**src/logic/fsp_pkg.sv**
```systemverilog
// constants shared by the flash sector protection logic
// assumes a single 100 MHz clock and synchronous active-high reset
package fsp_pkg;
  // --------------------------------------------------------------------------
  // register map (word addresses on the plain register port)
  // --------------------------------------------------------------------------
  localparam logic [7:0]  ADDR_LOCK_WORD   = 8'h00;
  localparam logic [7:0]  ADDR_COMMAND     = 8'h01;
  localparam logic [7:0]  ADDR_STATUS      = 8'h02;
  localparam logic [7:0]  ADDR_SECTOR      = 8'h03;
  localparam logic [7:0]  ADDR_GUARD_READ  = 8'h04;
  localparam logic [7:0]  ADDR_BANK_ACCESS = 8'h05;

  // --------------------------------------------------------------------------
  // lock word fields
  // --------------------------------------------------------------------------
  localparam int LW_SECURE_BIT   = 0;
  localparam int LW_PERSIST_BIT  = 1;
  localparam int LW_PASSWORD_BIT = 2;
  localparam int LW_ERASE_OPT    = 3;
  localparam int LW_VOL_BOOT     = 4;
  localparam logic [4:0]  LOCK_WORD_BLANK = 5'h1F;
  localparam logic [10:0] LOCK_RSVD_ONES  = 11'h7FF;

  // --------------------------------------------------------------------------
  // commands written to ADDR_COMMAND bits [3:0]
  // --------------------------------------------------------------------------
  typedef enum logic [3:0] {
    FSP_CMD_NONE        = 4'h0,
    FSP_CMD_LOCK_ENTER  = 4'h1,
    FSP_CMD_LOCK_PROG   = 4'h2,
    FSP_CMD_PERS_ENTER  = 4'h3,
    FSP_CMD_PERS_PROG   = 4'h4,
    FSP_CMD_PERS_ERASE  = 4'h5,
    FSP_CMD_VOL_SET     = 4'h6,
    FSP_CMD_VOL_CLEAR   = 4'h7,
    FSP_CMD_FREEZE_SET  = 4'h8,
    FSP_CMD_EXIT        = 4'h9,
    FSP_CMD_ARRAY_WRITE = 4'hA
  } fsp_cmd_t;

  // --------------------------------------------------------------------------
  // timing
  // --------------------------------------------------------------------------
  localparam int CLK_PERIOD_NS   = 10;
  localparam int NV_PROG_TIME_NS = 1000;
  localparam int NV_PROG_CYCLES  = (NV_PROG_TIME_NS + CLK_PERIOD_NS - 1) / CLK_PERIOD_NS;
  localparam int TIMEOUT_TIME_NS = 2000;
  localparam int TIMEOUT_CYCLES  = TIMEOUT_TIME_NS / CLK_PERIOD_NS;

  // status bits
  localparam int ST_BUSY    = 0;
  localparam int ST_ABORT   = 1;
  localparam int ST_TIMEOUT = 2;
  localparam int ST_IGNORED = 3;
endpackage : fsp_pkg

```
**src/logic/fsp_guard_cell.sv**
```systemverilog
// one sector's persistent and volatile guard bits and its protection decision
// assumes the main block qualifies every strobe; persist bit survives rst_i
`timescale 1ns/1ps
module fsp_guard_cell (
  input  wire logic clk_sys_i,
  input  wire logic rst_i,
  input  wire logic vol_boot_i,
  input  wire logic pers_prog_i,
  input  wire logic pers_erase_i,
  input  wire logic vol_set_i,
  input  wire logic vol_clear_i,
  output logic      persist_o,
  output logic      volatile_o,
  output logic      protected_o
);
  logic next_persist;
  logic next_volatile;
  logic persist_q = 1'b1;

  always_comb begin
    next_persist  = persist_q;
    next_volatile = volatile_o;
    if (pers_erase_i) begin
      next_persist = 1'b1;
    end else if (pers_prog_i) begin
      next_persist = 1'b0;
    end
    if (vol_set_i) begin
      next_volatile = 1'b0;
    end else if (vol_clear_i) begin
      next_volatile = 1'b1;
    end
  end

  // nonvolatile: not touched by reset
  always_ff @(posedge clk_sys_i) begin
    persist_q <= next_persist;
  end

  always_ff @(posedge clk_sys_i) begin
    if (rst_i) begin
      volatile_o <= vol_boot_i;
    end else begin
      volatile_o <= next_volatile;
    end
  end

  assign persist_o   = persist_q;
  // volatile bit only matters when persistent bit is erased
  assign protected_o = ~persist_q | ~volatile_o;
endmodule : fsp_guard_cell

```
**src/logic/fsp_protect.sv**
```systemverilog
// file holds the top of the sector protection logic
// assumes a register master on a plain strobe port, one clock, sync reset
//
// Implementation choices: the register offsets and strobed register access.
`timescale 1ns/1ps
module fsp_protect #(
  parameter int                     SECTORS       = 16,
  parameter int                     BANKS         = 4,
  parameter logic                   ERASE_ALL_OPT = 1'b1,
  parameter logic                   VOL_BOOT_OPT  = 1'b0,
  parameter int                     SW            = $clog2(SECTORS),
  parameter int                     BW            = $clog2(BANKS)
) (
  input  wire logic        clk_sys_i,
  input  wire logic        rst_i,
  input  wire logic [7:0]  addr_i,
  input  wire logic [15:0] wdata_i,
  input  wire logic        wr_i,
  input  wire logic        rd_i,
  input  wire logic        suspended_i,
  output logic [15:0]      rdata_o,
  output logic             array_write_o,
  output logic [SW-1:0]    array_sector_o
);
  // --------------------------------------------------------------------------
  // modes
  // --------------------------------------------------------------------------
  typedef enum logic [2:0] {
    FSP_READ, FSP_LOCK_MODE, FSP_LOCK_BUSY, FSP_PERS_MODE, FSP_PERS_BUSY, FSP_VOL_MODE
  } fsp_state_t;

  localparam int TCW = 9;

  fsp_state_t        state;
  fsp_state_t        next_state;
  // factory straps sit in bits 4:3, the scheme and secure bits ship blank
  logic [4:0]        lock_word = {VOL_BOOT_OPT, ERASE_ALL_OPT, 3'h7};
  logic [4:0]        next_lock_word;
  logic [4:0]        lock_pending;
  logic [4:0]        next_lock_pending;
  logic              freeze;
  logic              next_freeze;
  logic [3:0]        status;
  logic [3:0]        next_status;
  logic [SW-1:0]     sector;
  logic [SW-1:0]     next_sector;
  logic              pers_erasing;
  logic              next_pers_erasing;
  logic              vol_op_set;
  logic              next_vol_op_set;
  logic [15:0]       next_rdata;
  logic              next_array_write;
  logic [SW-1:0]     next_array_sector;
  logic              timer_start;
  logic [TCW-1:0]    timer_load;
  logic              timer_done;
  logic [SECTORS-1:0] pers_bits;
  logic [SECTORS-1:0] vol_bits;
  logic [SECTORS-1:0] prot_bits;
  logic [SECTORS-1:0] pers_prog_str;
  logic [SECTORS-1:0] vol_set_str;
  logic [SECTORS-1:0] vol_clr_str;
  logic              pers_erase_str;
  logic              vol_boot_latch;
  logic [BANKS-1:0]  bank_ok;
  logic [BW-1:0]     target_bank;
  logic              cmd_wr;
  fsp_pkg::fsp_cmd_t cmd;
  logic [SW-1:0]     cmd_sector;

  assign cmd_wr      = wr_i && (addr_i == fsp_pkg::ADDR_COMMAND);
  assign cmd         = fsp_pkg::fsp_cmd_t'(wdata_i[3:0]);
  assign cmd_sector  = sector;
  assign target_bank = sector[SW-1 -: BW];

  // --------------------------------------------------------------------------
  // guard bit storage
  // --------------------------------------------------------------------------
  genvar g;
  generate
    for (g = 0; g < SECTORS; g = g + 1) begin : g_cell
      fsp_guard_cell u_cell (
        .clk_sys_i    (clk_sys_i),
        .rst_i        (rst_i),
        .vol_boot_i   (vol_boot_latch),
        .pers_prog_i  (pers_prog_str[g]),
        .pers_erase_i (pers_erase_str),
        .vol_set_i    (vol_set_str[g]),
        .vol_clear_i  (vol_clr_str[g]),
        .persist_o    (pers_bits[g]),
        .volatile_o   (vol_bits[g]),
        .protected_o  (prot_bits[g])
      );
    end
  endgenerate

  assign vol_boot_latch = lock_word[fsp_pkg::LW_VOL_BOOT];

  fsp_timer #(
    .CW (TCW)
  ) u_timer (
    .clk_sys_i (clk_sys_i),
    .rst_i     (rst_i),
    .start_i   (timer_start),
    .load_i    (timer_load),
    .done_o    (timer_done)
  );

  // --------------------------------------------------------------------------
  // bank access map
  // --------------------------------------------------------------------------
  always_comb begin
    bank_ok = '1;
    case (state)
      FSP_LOCK_MODE, FSP_PERS_MODE: bank_ok[0] = 1'b0;
      FSP_LOCK_BUSY: bank_ok = '0;
      FSP_PERS_BUSY: begin
        bank_ok[0] = 1'b0;
        if (!pers_erasing) begin
          bank_ok[target_bank] = 1'b0;
        end
      end
      default: bank_ok = '1;
    endcase
  end

  // --------------------------------------------------------------------------
  // command and mode control
  // --------------------------------------------------------------------------
  always_comb begin
    next_state        = state;
    next_lock_word    = lock_word;
    next_lock_pending = lock_pending;
    next_freeze       = freeze;
    next_status       = status;
    next_sector       = sector;
    next_pers_erasing = pers_erasing;
    next_vol_op_set   = vol_op_set;
    next_array_write  = 1'b0;
    next_array_sector = array_sector_o;
    timer_start       = 1'b0;
    timer_load        = '0;
    pers_prog_str     = '0;
    pers_erase_str    = 1'b0;
    vol_set_str       = '0;
    vol_clr_str       = '0;
    if (wr_i && addr_i == fsp_pkg::ADDR_SECTOR) begin
      next_sector = wdata_i[SW-1:0];
    end
    if (wr_i && addr_i == fsp_pkg::ADDR_STATUS) begin
      next_status = status & ~wdata_i[3:0];
    end
    case (state)
      FSP_READ: begin
        if (cmd_wr) begin
          case (cmd)
            fsp_pkg::FSP_CMD_LOCK_ENTER: begin
              if (!suspended_i) next_state = FSP_LOCK_MODE;
            end
            fsp_pkg::FSP_CMD_PERS_ENTER: begin
              if (!suspended_i) next_state = FSP_PERS_MODE;
            end
            fsp_pkg::FSP_CMD_VOL_SET, fsp_pkg::FSP_CMD_VOL_CLEAR: begin
              // write data moves on after the strobe, so keep the kind of command
              next_vol_op_set = (cmd == fsp_pkg::FSP_CMD_VOL_SET);
              if (!suspended_i) next_state = FSP_VOL_MODE;
            end
            fsp_pkg::FSP_CMD_FREEZE_SET: next_freeze = 1'b0;
            fsp_pkg::FSP_CMD_ARRAY_WRITE: begin
              if (prot_bits[cmd_sector]) begin
                next_status[fsp_pkg::ST_IGNORED] = 1'b1;
              end else begin
                next_array_write  = 1'b1;
                next_array_sector = cmd_sector;
              end
            end
            default: next_state = FSP_READ;
          endcase
        end
      end
      FSP_LOCK_MODE: begin
        if (cmd_wr && cmd == fsp_pkg::FSP_CMD_EXIT) begin
          next_state = FSP_READ;
        end else if (cmd_wr && cmd == fsp_pkg::FSP_CMD_LOCK_PROG) begin
          next_lock_pending = lock_word & wdata_i[8:4];
          // factory bits are not writable here
          next_lock_pending[fsp_pkg::LW_ERASE_OPT] = lock_word[fsp_pkg::LW_ERASE_OPT];
          next_lock_pending[fsp_pkg::LW_VOL_BOOT]  = lock_word[fsp_pkg::LW_VOL_BOOT];
          if (!wdata_i[4 + fsp_pkg::LW_PERSIST_BIT] && !wdata_i[4 + fsp_pkg::LW_PASSWORD_BIT])
          begin
            next_status[fsp_pkg::ST_ABORT] = 1'b1;
          end else if ((!lock_word[fsp_pkg::LW_PERSIST_BIT]
                        && !wdata_i[4 + fsp_pkg::LW_PASSWORD_BIT])
                    || (!lock_word[fsp_pkg::LW_PASSWORD_BIT]
                        && !wdata_i[4 + fsp_pkg::LW_PERSIST_BIT])) begin
            next_status[fsp_pkg::ST_ABORT] = 1'b1;
          end else begin
            next_state                    = FSP_LOCK_BUSY;
            next_status[fsp_pkg::ST_BUSY] = 1'b1;
            timer_start = 1'b1;
            timer_load  = TCW'(fsp_pkg::NV_PROG_CYCLES);
          end
        end
      end
      FSP_LOCK_BUSY: begin
        if (timer_done) begin
          next_lock_word                = lock_pending;
          next_status[fsp_pkg::ST_BUSY] = 1'b0;
          next_state                    = FSP_LOCK_MODE;
        end
      end
      FSP_PERS_MODE: begin
        if (cmd_wr && cmd == fsp_pkg::FSP_CMD_EXIT) begin
          next_state = FSP_READ;
        end else if (cmd_wr && (cmd == fsp_pkg::FSP_CMD_PERS_PROG
                             || cmd == fsp_pkg::FSP_CMD_PERS_ERASE)) begin
          next_pers_erasing             = (cmd == fsp_pkg::FSP_CMD_PERS_ERASE);
          next_state                    = FSP_PERS_BUSY;
          next_status[fsp_pkg::ST_BUSY] = 1'b1;
          timer_start = 1'b1;
          timer_load  = freeze ? TCW'(fsp_pkg::NV_PROG_CYCLES)
                               : TCW'(fsp_pkg::TIMEOUT_CYCLES);
        end
      end
      FSP_PERS_BUSY: begin
        if (timer_done) begin
          next_status[fsp_pkg::ST_BUSY] = 1'b0;
          next_state                    = FSP_PERS_MODE;
          if (!freeze) begin
            next_status[fsp_pkg::ST_TIMEOUT] = 1'b1;
          end else if (pers_erasing) begin
            if (lock_word[fsp_pkg::LW_ERASE_OPT]) begin
              pers_erase_str = 1'b1;
            end else begin
              next_status[fsp_pkg::ST_IGNORED] = 1'b1;
            end
          end else begin
            pers_prog_str[sector] = 1'b1;
          end
        end
      end
      FSP_VOL_MODE: begin
        // one-cycle action: nothing to poll
        next_state = FSP_READ;
        if (pers_bits[sector]) begin
          vol_set_str[sector] = vol_op_set;
          vol_clr_str[sector] = !vol_op_set;
        end
      end
      default: next_state = FSP_READ;
    endcase
  end

  // --------------------------------------------------------------------------
  // read mux
  // --------------------------------------------------------------------------
  always_comb begin
    next_rdata = 16'h0000;
    if (rd_i) begin
      case (addr_i)
        fsp_pkg::ADDR_LOCK_WORD: next_rdata = {fsp_pkg::LOCK_RSVD_ONES, lock_word};
        fsp_pkg::ADDR_STATUS:    next_rdata = {7'h00, freeze, 3'h0, state == FSP_READ, status};
        fsp_pkg::ADDR_SECTOR:    next_rdata = 16'(sector);
        fsp_pkg::ADDR_GUARD_READ:
          next_rdata = {13'h0000, prot_bits[sector], vol_bits[sector], pers_bits[sector]};
        fsp_pkg::ADDR_BANK_ACCESS: next_rdata = 16'(bank_ok);
        default:                 next_rdata = 16'h0000;
      endcase
    end
  end

  // --------------------------------------------------------------------------
  // registers
  // --------------------------------------------------------------------------
  // lock word is nonvolatile, so reset leaves it alone
  always_ff @(posedge clk_sys_i) begin
    lock_word <= next_lock_word;
  end

  always_ff @(posedge clk_sys_i) begin
    if (rst_i) begin
      state          <= FSP_READ;
      lock_pending   <= fsp_pkg::LOCK_WORD_BLANK;
      freeze         <= 1'b1;
      status         <= 4'h0;
      sector         <= '0;
      pers_erasing   <= 1'b0;
      vol_op_set     <= 1'b0;
      rdata_o        <= 16'h0000;
      array_write_o  <= 1'b0;
      array_sector_o <= '0;
    end else begin
      state          <= next_state;
      lock_pending   <= next_lock_pending;
      freeze         <= next_freeze;
      status         <= next_status;
      sector         <= next_sector;
      pers_erasing   <= next_pers_erasing;
      vol_op_set     <= next_vol_op_set;
      rdata_o        <= next_rdata;
      array_write_o  <= next_array_write;
      array_sector_o <= next_array_sector;
    end
  end

endmodule : fsp_protect

```
**src/logic/fsp_timer.sv**
```systemverilog
// down counter that flags the end of a nonvolatile program or erase
// assumes start is a one-cycle pulse; restarting reloads the count
`timescale 1ns/1ps
module fsp_timer #(
  parameter int CW = 9
) (
  input  wire logic          clk_sys_i,
  input  wire logic          rst_i,
  input  wire logic          start_i,
  input  wire logic [CW-1:0] load_i,
  output logic               done_o
);
  logic [CW-1:0] count;
  logic [CW-1:0] next_count;
  logic          next_done;

  always_comb begin
    next_count = count;
    next_done  = 1'b0;
    if (start_i) begin
      next_count = load_i;
    end else if (count != '0) begin
      next_count = count - 1'b1;
      next_done  = (count == {{(CW-1){1'b0}}, 1'b1});
    end
  end

  always_ff @(posedge clk_sys_i) begin
    if (rst_i) begin
      count  <= '0;
      done_o <= 1'b0;
    end else begin
      count  <= next_count;
      done_o <= next_done;
    end
  end
endmodule : fsp_timer

```
**config.mk**
```make
export PLATFORM = sky130hd
export DESIGN_NAME = fsp_protect
export DESIGN_NICKNAME = d
export VERILOG_FILES = /design/src/logic/fsp_pkg.sv /design/src/logic/fsp_guard_cell.sv /design/src/logic/fsp_protect.sv /design/src/logic/fsp_timer.sv
export SDC_FILE = /design/constraint.sdc
export NUM_CORES = 1
export LEC_CHECK = 0
export ABC_AREA = 1
export BUFFER_PORTS_ARGS = -buffer_cell sky130_fd_sc_hd__buf_4
export CORE_MARGIN = 2
export CORE_UTILIZATION = 50
export CTS_CLUSTER_DIAMETER = 30
export DETAILED_ROUTE_END_ITERATION = 16
export MAX_ROUTING_LAYER = met4
export PLACE_DENSITY = 0.77
export SLEW_MARGIN = 20
export SYNTH_ARGS = -nofsm -noshare
export SYNTH_HDL_FRONTEND = slang
export SYNTH_SLANG_ARGS = --single-unit
```
**constraint.sdc**
```tcl
create_clock -name clk_sys_i -period 1.6 [get_ports clk_sys_i]
set_clock_uncertainty 0.05 [all_clocks]
set_input_delay 0.24 -clock clk_sys_i [delete_from_list [all_inputs] [get_ports clk_sys_i]]
set_output_delay 0.24 -clock clk_sys_i [all_outputs]
set_load 0.02 [all_outputs]
```
==> impl_metrics.toml <==
[logic_synthesis]
synth_ff_type = "dfxtp_1"
netlist_area_sq_mm = 0.00460
syn_area_per_cell_sq_um = 6.93
synth.area.top_cells = "dfxtp_1 (25%), nand2_1 (16%), edfxtp_1 (14%)"
async_flop_share_pct = 0
synth_warnings = 0
syn_nets = 695
synth-edff-count = 21
synth.top_cell.area_share_pct = 24.8
yosys_register_bits = 78
synth-seq-area-share_pct = 38.5
synthCells = 663
synth.largest_area_cell = "dfxtp_1"
synth_cell_types = 39

[timing]
hold_ws_ns = 0.0455
period_minus_slack_ns = 1.76
setup_viol = 37
tightest_slew_ns = 0.382
hold_viol = 0
worst_slack_ns = -0.160
rsz0062_at_grt = "true"
maxSlewViolCount = 0
slew_headroom_pct = 74.3
fin_setup_tns_ns = -4.01
fmax_mhz = 568
min_period_over_period_pct = 110

[placed_design]
place_ws_ns = -0.260
portBuffers = 40
hpwl_microns = 9500
gp_congestion = 1.03

[setup_path]
crit_top_cell = "nand2_1"
cpMaxStageDelayCell = "dfxtp_2"
critical_path.max_fanout = 16
slowest_delay_ns = 0.35
critPathKind = "register to register"
cp-start-kind = "register"
cp.required_ns = 1.61
arrival_ns = 1.77
end_kind = "register"
regToRegSetupSlack_ns = -0.16
cp_cell_sequence = "nor2_2 > nand2_1 > nand4_1 > nand2_1 > nand4_4 > buf_12 > nand2_1 > o21ai_1"
critPathTopFamily = "simple AND/OR/NAND/NOR gates"
critical_path_buf_inv_count = 1

[clock_tree]
cts_tree = "yes"
clkLatencyLatePin_ns = 0.36
htreeDepth = 3
cts_max_path_buffers = 2
cts_sinks = 78
cts_buffers = 9
cts.clk_slew.worst_paths_ns = 0.09
cts-root-buf = "clkbuf_8"

[drt]
via_count = 4828
drtAntennaViolNets = 0
wl_per_cell_microns = 15.2
totalWireLength_microns = 13100
routed_via_density = 5.61
drt-initial-drc-count = 456
drt_first_pass_iters = 5
drc = 0

[floorplan]
die_area_sq_mm = 0.00998
pin_count = 50
die-width_microns = 99.9
row_count = 34
dieHeight_microns = 99.9
core_sq_mm = 0.00881
start_util_pct = 52.2

[layout]
diodes = 0
drive_gt1_share_pct = 26.0
final_net_count = 780
area_growth_pct = 24.5

[run]
cap_violations = 0

[global_route]
grt_overflow = 0
grt_pass1_wl_microns = 20500
grt_max_degree = 49
antenna_found_initial = 0
grt_pass1_vias = 4321
grt_use_total_pct = 26.5

[pwr]
finalPower_uw = 6010
vdd_drop_max_mv = 0.907
p_per_area_mw_per_mm2 = 1050
leakage_uw = 0.00258

[run_status]
status = "finished with violations"
failed_checks = "setup timing"

[hold_path]
hold_class = "input pin to register"
power breakdown:
| group | total, uW | switching [uW] | internal, uW |
|---|---|---|---|
| Clock | 1670 | 782 | 884 |
| Sequential | 2350 | 156 | 2190 |
| Combinational | 1990 | 1170 | 821 |
layer usage:
layer | global-route usage (%) | share of wire (%) | vias to the layer above
met1 | 35.1 | 43 | 2213
met2 | 40.3 | 46 | 236
li1 | - | - | 2339
met3 | 6.13 | 8.4 | 40
met5 | - | 0 | -
met4 | 9.06 | 2.5 | 0
stage by stage:
stage | cells | utilization, % | cell area, sq um
finish | 861 | 65.0 | 5720
global route | 861 | 65.0 | 5720
CTS | 857 | 63.4 | 5580
detailed placement | 839 | 60.4 | 5320
global placement | 839 | 60.4 | 5320
floorplan | 663 | - | 4600
state kept, by name, indices dropped and copies added, names as in the netlist, 3 cells and up:
name / cells
g_cell.u_cell.persist_o: 16
g_cell.u_cell.volatile_o: 16
u_timer.count: 9
rdata_o: 7
lock_pending: 5
lock_word: 5
array_sector_o: 4
cmd_sector: 4
status: 4
state: 3
final cells by class:
class | instances | area [sq um]
multi-input cells | 497 | 2530
inverters | 57 | 221
clock inverters | 7 | 97.6
clock buffers | 9 | 124
well taps | 108 | 135
fillers | 760 | 3080
flip-flops and latches | 78 | 1780
repair buffers | 105 | 835
layout by cell type (no fill, tap or decap), types with 4 or more instances in the layout:
master,count
a21oi_1,16
buf_4,98
clkbuf_8,9
dfxtp_1,52
dfxtp_2,4
edfxtp_1,21
inv_1,50
inv_2,5
nand2_1,193
nand2_2,11
nand3_1,111
nand3_2,4
nand4_1,10
nor2_1,59
nor2_2,18
nor2_4,6
nor3_1,4
o211ai_1,4
o21ai_0,10
o21ai_1,7
o21ai_2,11
o21bai_1,4
xor2_1,4
worst register-to-register path, cell delays in order, from the launching register on:
cell	delay (ns)
dfxtp_2	0.35
nor2_2	0.25
nand2_1	0.10
nand4_1	0.10
nand2_1	0.09
nand4_4	0.17
buf_12	0.16
nand2_1	0.07
o21ai_1	0.14
timing repair:
item	CTS	global route
setup buffers	1	4
gates cloned	1	0
hold buffers	0	0
pin swaps	3	3
resized for setup	12	37
setup endpoints to repair	50	68
Yosys cell counts (3+ instances only):
library cell / n
a21oi_1: 17
buf_2: 5
buf_4: 13
buf_6: 3
clkbuf_1: 10
dfxtp_1: 57
edfxtp_1: 21
ha_1: 3
inv_1: 51
inv_2: 6
nand2_1: 196
nand2_2: 8
nand3_1: 112
nand3_2: 4
nand4_1: 10
nor2_1: 71
nor2_2: 7
nor2_4: 5
nor3_1: 5
o211ai_1: 4
o21ai_0: 26
o21bai_1: 4
xor2_1: 4
worst paths after layout:
kind | startpoint | end | depth (start not counted)
max | cmd_sector[0] | g_cell[14].u_cell.volatile_o | 8
min reg2reg | lock_pending[1] | lock_word[1] | 0
max reg2reg | cmd_sector[0] | g_cell[14].u_cell.volatile_o | 8
min | rst_i | array_write_o | 2
logic make-up after synthesis:
| logic type | share of synthesized area, % |
|---|---|
| AOI/OAI and AO/OA | 7.46 |
| xor gates and xnor gates | 0.953 |
| DFF | 38.5 |
| and+or+nand+nor | 43.4 |
| buffers and inverters | 8.87 |
| adders and majority gates | 0.817 |
No activity file was read; power rests on OpenSTA's default activity.
